[src/dummy_unused_never.sv]
`timescale 1ns/1ps

[src/vc_arb_pkg.sv]
// constants, field layouts and carriers for the port channel registers
// Operation
// - load-table control bit 0 always reads zero; writing it does nothing.
// - select field bits 3:1 is writable, resets to zero, drives chan_arb_select.
// - table status bit 0 of the status register is read-only zero.
// - port arbitration capability reads 0x3 upstream and 0x1 downstream.
// - capability field uses one bit per arbitration scheme, bits 0 to 5.
// - advanced packet switching bit 14 is read-only zero.
// - reject-snoop bit 15 is read-only zero on every switch port.
// - maximum time slots field 22:16 is read-only zero.
// - table offset 31:24 in 16-byte units: 0x2 upstream, 0x0 downstream.
// - control register decodes at 0x20c; bits 15:4 read zero.
// - status register decodes at 0x20e; bits 15:1 read zero.
// - channel arbitration capability field reads zero.
package vc_arb_pkg;

  localparam int unsigned ADDR_W = 12;
  localparam int unsigned DATA_W = 32;

  // register offsets
  localparam logic [11:0] CHAN_ARB_CAP_OFS  = 12'h208;
  localparam logic [11:0] PORT_CHAN_CTL_OFS = 12'h20c;
  localparam logic [11:0] PORT_CHAN_STS_OFS = 12'h20e;
  localparam logic [11:0] CHAN0_CAP_OFS     = 12'h210;

  // field positions
  localparam int unsigned LOAD_BIT      = 0;
  localparam int unsigned SEL_LSB       = 1;
  localparam int unsigned SEL_MSB       = 3;
  localparam int unsigned TBL_STS_BIT   = 0;
  localparam int unsigned ARB_CAP_MSB   = 7;
  localparam int unsigned APS_BIT       = 14;
  localparam int unsigned SNOOP_BIT     = 15;
  localparam int unsigned MAX_TIME_SLOTS_LSB     = 16;
  localparam int unsigned MAX_TIME_SLOTS_MSB     = 22;
  localparam int unsigned TBL_OFS_LSB   = 24;
  localparam int unsigned TBL_OFS_MSB   = 31;
  localparam int unsigned HALF_W        = 16;

  // one bit per port arbitration scheme
  localparam int unsigned SCHEME_FIXED_RR = 0;
  localparam int unsigned SCHEME_WRR32    = 1;
  localparam int unsigned SCHEME_WRR64    = 2;
  localparam int unsigned SCHEME_WRR128   = 3;
  localparam int unsigned SCHEME_TWRR128  = 4;
  localparam int unsigned SCHEME_WRR256   = 5;

  // reset and fixed values
  localparam logic [2:0] SEL_RST          = 3'h0;
  localparam logic [7:0] ARB_CAP_UP       = 8'h03;
  localparam logic [7:0] ARB_CAP_DN       = 8'h01;
  localparam logic [7:0] TBL_OFS_UP       = 8'h02;
  localparam logic [7:0] TBL_OFS_DN       = 8'h00;
  localparam logic [6:0] MAX_SLOTS        = 7'h00;
  localparam logic [7:0] CHAN_ARB_CAP     = 8'h00;
  localparam logic [31:0] ZERO_WORD       = 32'h0000_0000;

  typedef struct packed {
    logic              rd;
    logic              wr;
    logic [11:0]       addr;
    logic [31:0]       wdata;
  } bus_req_t;

  typedef struct packed {
    logic [11:0]       rsvd;
    logic [2:0]        sel;
    logic              load;
  } port_chan_ctl_t;

  typedef struct packed {
    logic [14:0]       rsvd;
    logic              tbl_sts;
  } port_chan_sts_t;

  typedef struct packed {
    logic [7:0]        tbl_ofs;
    logic              rsvd23;
    logic [6:0]        max_slots;
    logic              snoop;
    logic              adv_packet_switching;
    logic [5:0]        rsvd;
    logic [7:0]        arb_cap;
  } chan0_cap_t;

endpackage

[src/vc_port_arb_capability_regs.sv]
// port channel control, status and channel 0 capability registers
`timescale 1ns/1ps
module vc_port_arb_capability_regs (
  input  wire logic                  clk_sys,
  input  wire logic                  rst_b,
  input  wire logic                  upstream_strap,
  input  vc_arb_pkg::bus_req_t       req,
  output logic      [31:0]           rd_data,
  output logic      [2:0]            chan_arb_select,
  output logic                       is_upstream
);
  import vc_arb_pkg::*;

  typedef enum logic [1:0] {
    ST_STRAP = 2'b01,
    ST_RUN   = 2'b10
  } strap_state_t;

  strap_state_t   state_ff;
  strap_state_t   nxt_state;
  logic           upstream_ff;
  logic [2:0]     sel_ff;
  logic [2:0]     nxt_sel;
  logic           sel_wr;
  port_chan_ctl_t ctl_word;
  port_chan_sts_t sts_word;
  chan0_cap_t     cap_word;

  // role strap is caught once, on the first edge after reset release,
  // since an async reset may only load constants
  always_comb begin
    nxt_state = state_ff;
    unique case (state_ff)
      ST_STRAP: nxt_state = ST_RUN;
      ST_RUN:   nxt_state = ST_RUN;
      default:  nxt_state = ST_STRAP;
    endcase
  end

  always_ff @(posedge clk_sys or negedge rst_b) begin
    if (!rst_b) begin
      state_ff <= ST_STRAP;
    end else begin
      state_ff <= nxt_state;
    end
  end

  always_ff @(posedge clk_sys or negedge rst_b) begin
    if (!rst_b) begin
      upstream_ff <= 1'b0;
    end else if (state_ff == ST_STRAP) begin
      upstream_ff <= upstream_strap;
    end
  end

  // only the select field of the control register holds state
  assign sel_wr = req.wr && (req.addr == PORT_CHAN_CTL_OFS);

  always_comb begin
    nxt_sel = sel_ff;
    if (sel_wr) begin
      nxt_sel = req.wdata[SEL_MSB:SEL_LSB];
    end
  end

  always_ff @(posedge clk_sys or negedge rst_b) begin
    if (!rst_b) begin
      sel_ff <= SEL_RST;
    end else begin
      sel_ff <= nxt_sel;
    end
  end

  // load bit and reserved bits are not stored; writes to them vanish
  always_comb begin
    ctl_word      = '0;
    ctl_word.load = 1'b0;
    ctl_word.sel  = sel_ff;
    ctl_word.rsvd = '0;
  end

  // single channel: table status has nothing to report
  always_comb begin
    sts_word         = '0;
    sts_word.tbl_sts = 1'b0;
    sts_word.rsvd    = '0;
  end

  chan0_cap_encode u_cap (
    .upstream (upstream_ff),
    .cap      (cap_word)
  );

  reg_read_port u_read (
    .clk_sys  (clk_sys),
    .rst_b    (rst_b),
    .rd       (req.rd),
    .addr     (req.addr),
    .ctl_word (ctl_word),
    .sts_word (sts_word),
    .cap_word (cap_word),
    .rd_data  (rd_data)
  );

  assign chan_arb_select = sel_ff;
  assign is_upstream     = upstream_ff;
endmodule

[src/chan0_cap_encode.sv]
// builds the channel 0 capability word for the port's role
`timescale 1ns/1ps
module chan0_cap_encode (
  input  wire logic                  upstream,
  output vc_arb_pkg::chan0_cap_t     cap
);
  import vc_arb_pkg::*;

  logic [7:0] arb_bits;

  // each scheme bit chosen independently per role
  for (genvar i = 0; i <= ARB_CAP_MSB; i++) begin : g_scheme
    assign arb_bits[i] = upstream ? ARB_CAP_UP[i] : ARB_CAP_DN[i];
  end

  always_comb begin
    cap           = '0;
    cap.arb_cap   = arb_bits;
    cap.adv_packet_switching       = 1'b0;
    cap.snoop     = 1'b0;
    cap.max_slots = MAX_SLOTS;
    cap.tbl_ofs   = upstream ? TBL_OFS_UP : TBL_OFS_DN;
  end

endmodule

[src/reg_read_port.sv]
// decodes a read and holds its data for exactly the following cycle
`timescale 1ns/1ps
module reg_read_port (
  input  wire logic                  clk_sys,
  input  wire logic                  rst_b,
  input  wire logic                  rd,
  input  wire logic [11:0]           addr,
  input  wire logic [15:0]           ctl_word,
  input  wire logic [15:0]           sts_word,
  input  wire logic [31:0]           cap_word,
  output logic      [31:0]           rd_data
);
  import vc_arb_pkg::*;

  logic [31:0] nxt_rd_data;
  logic [31:0] rd_data_ff;

  always_comb begin
    nxt_rd_data = ZERO_WORD;
    if (rd) begin
      unique case (addr)
        CHAN_ARB_CAP_OFS:  nxt_rd_data = {24'h00_0000, CHAN_ARB_CAP};
        PORT_CHAN_CTL_OFS: nxt_rd_data = {16'h0000, ctl_word};
        PORT_CHAN_STS_OFS: nxt_rd_data = {16'h0000, sts_word};
        CHAN0_CAP_OFS:     nxt_rd_data = cap_word;
        default:           nxt_rd_data = ZERO_WORD;
      endcase
    end
  end

  // data drops back to zero after one cycle so stale words never linger
  always_ff @(posedge clk_sys or negedge rst_b) begin
    if (!rst_b) begin
      rd_data_ff <= ZERO_WORD;
    end else begin
      rd_data_ff <= nxt_rd_data;
    end
  end

  assign rd_data = rd_data_ff;

endmodule

[config.mk]
export PLATFORM = sky130hd
export DESIGN_NAME = vc_port_arb_capability_regs
export DESIGN_NICKNAME = d
export VERILOG_FILES = /design/src/dummy_unused_never.sv /design/src/vc_arb_pkg.sv /design/src/vc_port_arb_capability_regs.sv /design/src/chan0_cap_encode.sv /design/src/reg_read_port.sv
export SDC_FILE = /design/constraint.sdc
export NUM_CORES = 1
export LEC_CHECK = 0
export BUFFER_PORTS_ARGS = -buffer_cell sky130_fd_sc_hd__buf_2
export CAP_MARGIN = 20
export CORE_MARGIN = 3
export CORE_UTILIZATION = 29
export DETAILED_ROUTE_END_ITERATION = 12
export GPL_ROUTABILITY_DRIVEN = 0
export PLACE_DENSITY = 0.73
export SLEW_MARGIN = 20
export SYNTH_ARGS = -nofsm -noshare
export SYNTH_HDL_FRONTEND = slang
export SYNTH_SLANG_ARGS = --single-unit
[constraint.sdc]
create_clock -name clk_sys -period 1.1 [get_ports clk_sys]
set_clock_uncertainty 0.1 [all_clocks]
set_input_delay 0.055 -clock clk_sys [delete_from_list [all_inputs] [get_ports clk_sys]]
set_output_delay 0.055 -clock clk_sys [all_outputs]
set_load 0.03 [all_outputs]
==> flow_summary_export.csv, run 1 <==
group,metric,value,unit
hold_path,hold_path.class,"in2reg",
drt,antenna_left,0,
place,dp.cells,124,
global_route,antenna_found_initial,0,
critical_path,crit_arrival,1200,ps
clock_tree,root_buffer,"clkbuf_4",
logic_synthesis,syn_area,704,um^2
layout,layout_commonest_cell,"buf_2",
sta,max_freq,872,MHz
logic_synthesis,ys_types,19,
critical_path,path_buf_inv,0,
floorplan,start_util,31.2,%
drt,drt-pass1-iter-count,2,
global_route,grt_overflow,0,
place,io_buffers,28,
global_route,grt_max_degree,12,
pwr,power_leakage,0.511,nW
global_route,grt_use_total,9.40,%
critical_path,crit_family,"flip-flops",
global_route,grt_pass1_vias,499,
critical_path,worstSetupPathType,"reg2reg",
sta,whs,-4.13,ps
place,dpl_cell_area,836,um^2
drt,finalWirelength,1490,um
drt,drc,0,
logic_synthesis,synth-seq-cells,11,
hold_path,whs_endpoint,"u_read.rd_data[0]",
run_status,status,"finished with violations",
clock_tree,cts_buffer_depth,2,
place,dp_hpwl,1140,um
critical_path,cp-end-kind,"flip-flop",
sta,setup_viol,1,
logic_synthesis,synthCells,63,
global_route,grt_pass1_wl,2290,um
layout,mostFrequentLayoutCells,"buf_2 (28), conb_1 (27), dfrtp_1 (10), dlygate4sd3_1 (6), buf_4 (6)",
floorplan,io_pins,85,
sta,hold_viol,1,
layout,fin_area,933,um^2
critical_path,cp_max_fo,1,
floorplan,die_w,55.3,um
pwr,ir_drop,0.000472,V
flow_run,drv_cap,0,
layout,drive_above_1_share,48.1,%
layout,fin_nets,157,
layout,instances_no_fill,134,
critical_path,worstReg2RegEnd,"is_upstream",
critical_path,r2r_slack,-50,ps
critical_path,max_stage_delay,540,ps
critical_path,path_cells,"ha_4, mux2_4",
sta,worst_slack,-47.4,ps
hold_path,hp-start,"req[34]",
clock_tree,clk_pin_slew_worst_paths,70,ps
drt,wire_per_inst,11.1,um
sta,report.final.slew_viol_count,0,
sta,min_period_over_period,104,%
floorplan,core,2250,um^2
clock_tree,htreeDepth,1,
sta,grt_setup_unrepaired,"yes",
clock_tree,clkLatencyLatePin,260,ps
logic_synthesis,seq_area_frac_synth,39.3,%
pwr,power.total,0.910,mW
sta,fin_crit,1150,ps
clock_tree,clkSinkCount,11,
layout,syn_to_final_growth,32.5,%
drt,vias,518,
critical_path,r2r_start,"state_ff[0]",
run_status,failed_checks,"negative hold slack, negative setup slack",
hold_path,holdPathStages,3,
clock_tree,cts_tree,"built",
logic_synthesis,yosys_warnings,0,
critical_path,start_kind,"flip-flop",
place,dpl_worst_slack,-190,ps
drt,viasPerCell,3.87,
critical_path,critPathRequiredTime,1150,ps
floorplan,die_h,55.3,um
logic_synthesis,syn_avg_cell_area,11.2,um^2
floorplan,die-area,3060,um^2
clock_tree,postCtsSetupRepairBufs,0,
critical_path,ff2ff_path_depth,2,
drt,drt_iter0_markers,14,
layout,diodes,0,
critical_path,slowest_stage,"dfstp_2",
floorplan,row_count,17,
clock_tree,cts_buffers,3,
pwr,p_per_area,975,nW/um^2
[cell type report]
type,count,area [um^2]
clock buffers,4,26.3
repair buffers,40,245
inverters,4,15.0
multi-input cells,47,335
well taps,28,35.0
flip-flops and latches,11,277
fillers,211,1320
[metrics by stage]
step | setup TNS [ps] | hold WS [ps] | utilization (%)
detailed placement | -1240 | -172 | 37.1
CTS | -52.7 | 23.4 | 41.3
global route | -66.6 | -0.624 | 41.4
global placement | -950 | -169 | 37.1
finish | -47.4 | -4.13 | 41.4
floorplan | -183 | -341 | -
[registers in the layout (all words and copies together) (netlist names)]
register and count:
is_upstream 1, chan_arb_select 3, state_ff 2, u_read.rd_data 5
[layer usage]
metal | GRT usage, % | vias to the layer above | part of all wire, %
met5 | 0 | - | 0
met4 | 3.13 | 0 | 0
met3 | 3.50 | 0 | 14
met2 | 17.2 | 45 | 52
met1 | 9.72 | 232 | 34
li1 | - | 241 | -
[cell families after synthesis]
| logic type | synth area share [%] |
|---|---|
| compound gates | 0.710 |
| fa+ha+maj | 1.78 |
| buf+inv | 30.9 |
| flops | 39.3 |
| mux | 7.99 |
| other cells | 0.532 |
| simple gates | 18.8 |
[power breakdown]
group | leakage (nW) | internal [mW] | switching [mW]
combinational | 0.354 | 0.0621 | 0.170
sequential | 0.143 | 0.407 | 0.00288
clock | 0.0150 | 0.140 | 0.128
[cells in the mapped netlist (all sizes together)]
cell / n / area [um^2]
buf: 27 / 203
dfrtp: 10 / 250
inv: 4 / 15.0
mux2: 4 / 56.3
nor3: 3 / 15.0
nand4b: 2 / 23.8
nor2: 2 / 7.51
nor4b: 2 / 30.0
a21oi: 1 / 5.00
and3b: 1 / 8.76
and4b: 1 / 13.8
conb: 1 / 3.75
dfstp: 1 / 26.3
ha: 1 / 12.5
nand3: 1 / 5.00
nand3b: 1 / 7.51
nor4: 1 / 21.3
[worst max path at each step]
stage | startpoint | end | slack, ps | depth (start not counted)
after detailed placement | req[43] | chan_arb_select[2] | -190 | 4
after global routing | state_ff[0] | is_upstream | -70 | 2
final | state_ff[0] | is_upstream | -50 | 2
after CTS | state_ff[0] | is_upstream | -50 | 2
after floorplan | req[43] | chan_arb_select[0] | -50 | 3
after global placement | req[43] | chan_arb_select[1] | -170 | 4
[tightest hold or removal path, delay by kind of cell]
kind	cells	cell delay, ps
buffers and inverters	2	220
AND/OR/NAND/NOR	1	40
[what timing repair did]
item	4_1_cts	5_1_grt
pin swaps	0	3
setup endpoints to repair	1	4
endpoints found under the hold margin	16	0
hold buffers	7	0
resized for setup	0	3
No activity file was read; power rests on OpenSTA's default activity.
==> run 2, diff against run 1 <==
--- a/config.mk
+++ b/config.mk
@@ -5,13 +5,14 @@
 export SDC_FILE = /design/constraint.sdc
 export NUM_CORES = 1
 export LEC_CHECK = 0
+export ABC_AREA = 1
 export BUFFER_PORTS_ARGS = -buffer_cell sky130_fd_sc_hd__buf_2
 export CAP_MARGIN = 20
 export CORE_MARGIN = 3
 export CORE_UTILIZATION = 29
 export DETAILED_ROUTE_END_ITERATION = 12
 export GPL_ROUTABILITY_DRIVEN = 0
-export PLACE_DENSITY = 0.73
+export PLACE_DENSITY = 0.72
 export SLEW_MARGIN = 20
 export SYNTH_ARGS = -nofsm -noshare
 export SYNTH_HDL_FRONTEND = slang
==> constraint.sdc (replaced) <==
create_clock -name clk_sys -period 1.1 [get_ports clk_sys]
set_clock_uncertainty 0.1 [all_clocks]
set_input_delay 0.055 -clock clk_sys [delete_from_list [all_inputs] [get_ports clk_sys]]
set_output_delay 0.055 -clock clk_sys [all_outputs]
set_load 0.02 [all_outputs]
==> run 2 against run 1 <==
Against the previous run: the run still ends with negative hold slack, negative setup slack left; wire length shrank 13%; non-clock buffer count shrank 5; maximum frequency shrank 0.36%; hold slack lost 1.5 ps.
==> flow_summary_export.csv, run 2 <==
group,metric,value,unit
clock_tree,clkLatencyLatePin,270,ps
layout,multi_input_area,327,um^2
flow_run,drv_cap,0,
place,dpl_worst_slack,-44.3,ps
sta,setup_viol,1,
clock_tree,root_buffer,"clkbuf_4",
critical_path,start_kind,"flip-flop",
logic_synthesis,syn_area,727,um^2
layout,fillers,259,
floorplan,row_count,17,
sta,hold_viol,1,
run_status,failed_checks,"negative hold slack, negative setup slack",
global_route,grt_max_degree,12,
critical_path,r2r_slack,-50,ps
floorplan,die_w,56.1,um
place,dpl_cell_area,813,um^2
logic_synthesis,seq_area_frac_synth,38.0,%
clock_tree,cts_buffers,3,
layout,largest_reg_flops,5,
floorplan,die_h,56.1,um
critical_path,endpoint,"is_upstream",
drt,drt_iter0_markers,14,
drt,drc,0,
critical_path,cp-startpoint,"state_ff[0]",
sta,max_freq,868,MHz
layout,layout_commonest_cell,"buf_2",
logic_synthesis,yosys_warnings,0,
drt,drt-pass1-iter-count,4,
critical_path,ff2ff_path_depth,2,
layout,regArea,277,um^2
logic_synthesis,synthCells,86,
floorplan,core,2300,um^2
critical_path,crit_arrival,1210,ps
layout,syn_to_final_growth,25.5,%
logic_synthesis,synth_common_cells,"buf_4 (27), nand2_1 (14), dfrtp_1 (10), inv_1 (10)",
clock_tree,clkSinkCount,11,
sta,worst_slack,-51.6,ps
drt,finalWirelength,1290,um
critical_path,worstReg2RegEnd,"is_upstream",
drt,vias,576,
sta,grt_setup_unrepaired,"yes",
pwr,ir_drop,0.000376,V
logic_synthesis,synth-seq-cells,11,
pwr,power.total,0.858,mW
hold_path,hold_path.class,"in2reg",
critical_path,cp_max_fo,1,
logic_synthesis,ys_types,17,
layout,fin_nets,175,
clock_tree,clk_pin_slew_worst_paths,70,ps
place,io_buffers,28,
global_route,grt_use_total,8.47,%
clock_tree,htreeDepth,1,
logic_synthesis,synth_top_area_share,34.4,%
layout,fin_area,912,um^2
pwr,p_per_area,941,nW/um^2
clock_tree,cts_buffer_depth,2,
drt,viasPerCell,3.79,
run_status,status,"finished with violations",
global_route,antenna_found_initial,0,
layout,mostFrequentLayoutCells,"buf_2 (28), conb_1 (27), nand2_1 (14), inv_1 (10), dfrtp_1 (10)",
critical_path,cp-end-kind,"flip-flop",
logic_synthesis,synth_edf_count,0,
floorplan,die-area,3140,um^2
sta,min_period_over_period,105,%
critical_path,r2r_start,"state_ff[0]",
clock_tree,cts_tree,"built",
layout,diodes,0,
drt,antenna_left,0,
global_route,grt_overflow,0,
sta,report.final.slew_viol_count,0,
drt,wire_per_inst,8.49,um
global_route,grt_pass1_wl,2100,um
critical_path,critPathRequiredTime,1150,ps
sta,fin_crit,1150,ps
logic_synthesis,synth.area.top_cells,"dfrtp_1 (34%), buf_4 (28%), nand2_1 (7.2%)",
critical_path,worstSetupPathType,"reg2reg",
global_route,grt_pass1_vias,504,
floorplan,io_pins,85,
logic_synthesis,synth_area_leader_cell,"dfrtp_1",
sta,whs,-5.59,ps
logic_synthesis,syn_avg_cell_area,8.45,um^2
floorplan,start_util,31.6,%
layout,drive_above_1_share,34.7,%
logic_synthesis,synth_ff_type,"dfrtp_1",
logic_synthesis,yosysMostFrequentCell,"buf_4",
logic_synthesis,async_reset_ff_share,100,%
pwr,power_leakage,0.524,nW
place,dp_hpwl,1130,um
run 2: changes by cell type after synthesis, sizes merged, moves of 2 or more:
cell	before	now
nand4b	2	0
nor3	3	1
inv	4	10
nor2	2	11
nand4	0	4
mux2	4	1
nor4b	2	0
nand3	1	3
nand2	0	14
run 2: per-layer routing:
metal,up-vias,part of all wire (%),track usage [%]
met5,-,0,0
met4,0,1.6,5.08
met3,2,13,3.94
met2,35,50,14.0
met1,249,36,8.60
li1,290,-,-
run 2: worst min path at each step:
stage          depth (start not counted)  slack, ps     from                 end
6_report                               4         -6  req[37]   u_read.rd_data[2]
5_1_grt                                4         20  req[37]   u_read.rd_data[2]
4_1_cts                                4         -5  req[37]   u_read.rd_data[2]
3_5_place_dp                           1       -170    rst_b         is_upstream
3_3_place_gp                           1       -180    rst_b         is_upstream
2_1_floorplan                          0       -340    rst_b  chan_arb_select[0]
run 2: cell type report:
cell class	instances	share of cell area, %
multi-input combinational	64	35.8
sequential	11	30.3
timing repair buffer	35	23.0
inverter	10	4.12
tap	28	3.84
clock buffer	4	2.88
run 2: critical path, cell delays in order, from the launching register on:
cell	delay (ps)
dfstp_2	540
ha_4	120
mux2_4	280
run 2: timing repair:
action	in CTS	in global routing
resized for setup	0	1
endpoints found under the setup margin	1	2
hold buffers	7	0
setup buffers	0	0
pin swaps	0	0
endpoints found under the hold margin	18	0
run 2: cell families (layout without fill, tap and decap cells):
kind of cell             after synthesis  count (layout)  share of synthesized area [%]
other                                  1              27                          0.516
flip-flops                            11              11                           38.0
AND/OR/NAND/NOR                       35              35                           25.1
multiplexers                           1               1                           1.55
adder cells (fa/ha/maj)                1               1                           1.72
buffers and inverters                 37              49                           33.0
run 2: stage by stage:
| stage | hold WS [ps] | util (%) | cells | setup TNS, ps |
|---|---|---|---|---|
| global placement | -177 | 35.4 | 141 | -37.1 |
| floorplan | -341 | - | 112 | -34.2 |
| finish | -5.59 | 39.7 | 152 | -51.6 |
| CTS | -4.68 | 39.6 | 152 | -55.7 |
| global route | 20.4 | 39.7 | 152 | -55.0 |
| detailed placement | -169 | 35.4 | 141 | -44.3 |
run 2: where the power goes:
group          total, mW  switching, mW  internal, mW
Clock              0.270          0.130         0.140
Combinational      0.179          0.126        0.0532
Sequential         0.409        0.00197         0.407
==> run 3, diff against run 2 <==
==> constraint.sdc (replaced) <==
create_clock -name clk_sys -period 1.1 [get_ports clk_sys]
set_clock_uncertainty 0.1 [all_clocks]
set_input_delay 0 -clock clk_sys [delete_from_list [all_inputs] [get_ports clk_sys]]
set_output_delay 0 -clock clk_sys [all_outputs]
set_load 0.02 [all_outputs]
==> run 3 against run 2 <==
Against the previous run: the run ends with negative setup slack left; global-route usage is 1.1 points higher; first-iteration DRC count fell by 93%; wire length increased by 14%; highest routed layer unchanged; sequential share of layout area decreased by 2.5 points; critical path type unchanged; register-to-register slack barely moved; die area stayed put; maximum frequency is 0.39% lower; hold slack improved by 19 ps; power increased by 2.9%; cell count increased by 3.9%; combinational power increased by 9%; non-clock buffer count grew 6.
==> flow_summary_export.csv, run 3 (synthesis gave the netlist of run 2 again) <==
group,metric,value,unit
drt,wl_met2,724,um
global_route,grt_overflow,0,
global_route,antenna_found_initial,0,
sta,grt_setup_unrepaired,"yes",
critical_path,crit_arrival,1220,ps
pwr,ir_drop,0.000412,V
global_route,grt_pass1_vias,570,
clock_tree,cts_buffer_depth,2,
clock_tree,cts_tree,"built",
drt,wl_met3,161,um
critical_path,cp-startpoint,"state_ff[0]",
layout,largest_reg_flops,5,
critical_path,endpoint,"is_upstream",
sta,min_period_over_period,105,%
pwr,power.total,0.883,mW
clock_tree,root_buffer,"clkbuf_4",
sta,setup_viol,1,
global_route,grt_use_total,9.61,%
pwr,power_leakage,0.593,nW
drt,drt_iter0_markers,1,
drt,viasPerCell,3.80,
layout,fin_nets,181,
drt,drt-pass1-iter-count,2,
critical_path,r2r_slack,-60,ps
clock_tree,clkLatencyLatePin,270,ps
global_route,grt_max_degree,12,
layout,diodes,0,
place,io_buffers,28,
drt,vias,600,
drt,finalWirelength,1470,um
drt,m1WireLength,552,um
global_route,grt_pass1_wl,2340,um
hold_path,hold_path.class,"in2async",
floorplan,row_count,17,
critical_path,r2r_start,"state_ff[0]",
clock_tree,cts_buffers,3,
critical_path,start_kind,"flip-flop",
floorplan,die-area,3140,um^2
layout,fillers,247,
critical_path,worstSetupPathType,"reg2reg",
critical_path,cp_max_fo,1,
sta,report.final.slew_viol_count,0,
place,dp_hpwl,1160,um
layout,syn_to_final_growth,36.8,%
critical_path,critPathRequiredTime,1160,ps
drt,drc,0,
clock_tree,clkSinkCount,11,
sta,max_freq,865,MHz
pwr,p_per_area,888,nW/um^2
critical_path,ff2ff_path_depth,2,
critical_path,worstReg2RegEnd,"is_upstream",
sta,fin_crit,1160,ps
floorplan,start_util,31.6,%
floorplan,core,2300,um^2
sta,worst_slack,-56.2,ps
sta,hold_viol,0,
drt,antenna_left,0,
layout,drive_above_1_share,34.6,%
layout,final_util,43.3,%
floorplan,die_h,56.1,um
floorplan,io_pins,85,
clock_tree,htreeDepth,1,
layout,layout_commonest_cell,"conb_1",
run_status,failed_checks,"negative setup slack",
run_status,status,"finished with violations",
drt,wire_per_inst,9.29,um
clock_tree,clk_pin_slew_worst_paths,70,ps
critical_path,cp-end-kind,"flip-flop",
drt,highest_layer,"met4",
floorplan,die_w,56.1,um
layout,mostFrequentLayoutCells,"conb_1 (27), buf_2 (26), nand2_1 (12), dlygate4sd3_1 (11), dfrtp_1 (10)",
flow_run,drv_cap,0,
sta,final.setup.tns,-56.2,ps
run 3: changes by cell type in the layout (fill, tap and decap cells not counted), moves of 2 or more:
| cell | previous run | this run |
|---|---|---|
| nand2_2 | 0 | 2 |
| dlygate4sd3_1 | 7 | 11 |
| nand2_1 | 14 | 12 |
| buf_2 | 28 | 26 |
| dlymetal6s4s_1 | 0 | 3 |
run 3: worst min path at each step:
stage	startpoint	end	slack, ps	cells after the start
floorplan	rst_b	chan_arb_select[0]	-400	0
global placement	rst_b	is_upstream	-230	1
detailed placement	rst_b	u_read.rd_data[2]	-220	1
CTS	rst_b	u_read.rd_data[2]	20	2
global route	req[32]	chan_arb_select[2]	20	6
finish	rst_b	u_read.rd_data[2]	10	2
run 3: final cells by class:
| type | instances | area (um^2) | share of cell area, % |
|---|---|---|---|
| Timing Repair Buffer | 41 | 285 | 28.7 |
| Tap cell | 28 | 35.0 | 3.52 |
| Sequential cell | 11 | 277 | 27.8 |
| Inverter | 10 | 37.5 | 3.77 |
| Clock buffer | 4 | 26.3 | 2.64 |
| Multi-Input combinational cell | 64 | 334 | 33.6 |
run 3: stage by stage:
stage	cell area, um^2	worst slack, ps	hold WS [ps]	cells
after floorplan	841	-34.2	-396	112
after global placement	813	-35.6	-233	141
after detailed placement	813	-49.0	-221	141
after CTS	980	-59.1	17.7	159
after global routing	995	-72.2	21.9	158
final	995	-56.2	13.9	158
run 3: power breakdown:
group          switching (mW)  internal, mW  total (mW)
registers             0.00217         0.407       0.409
logic                   0.132        0.0630       0.195
clock network           0.139         0.141       0.279
total                   0.273         0.610       0.883
run 3: worst max-delay path, cell delays in order, from the launching register on:
cell	delay (ps)
dfstp_2	540
ha_4	120
mux2_4	280
run 3: routing by layer:
layer / vias to the layer above / GRT usage [%]
met5: - / 0
met4: 0 / 5.08
met3: 3 / 3.25
met2: 36 / 15.9
met1: 264 / 10.8
li1: 297 / -
run 3: what timing repair did:
item	CTS	global route
hold endpoints to repair	19	0
gates cloned	0	0
setup endpoints to repair	1	8
gates resized for setup	0	7
pin swaps	0	3
buffers inserted	0	1
hold buffers	14	0
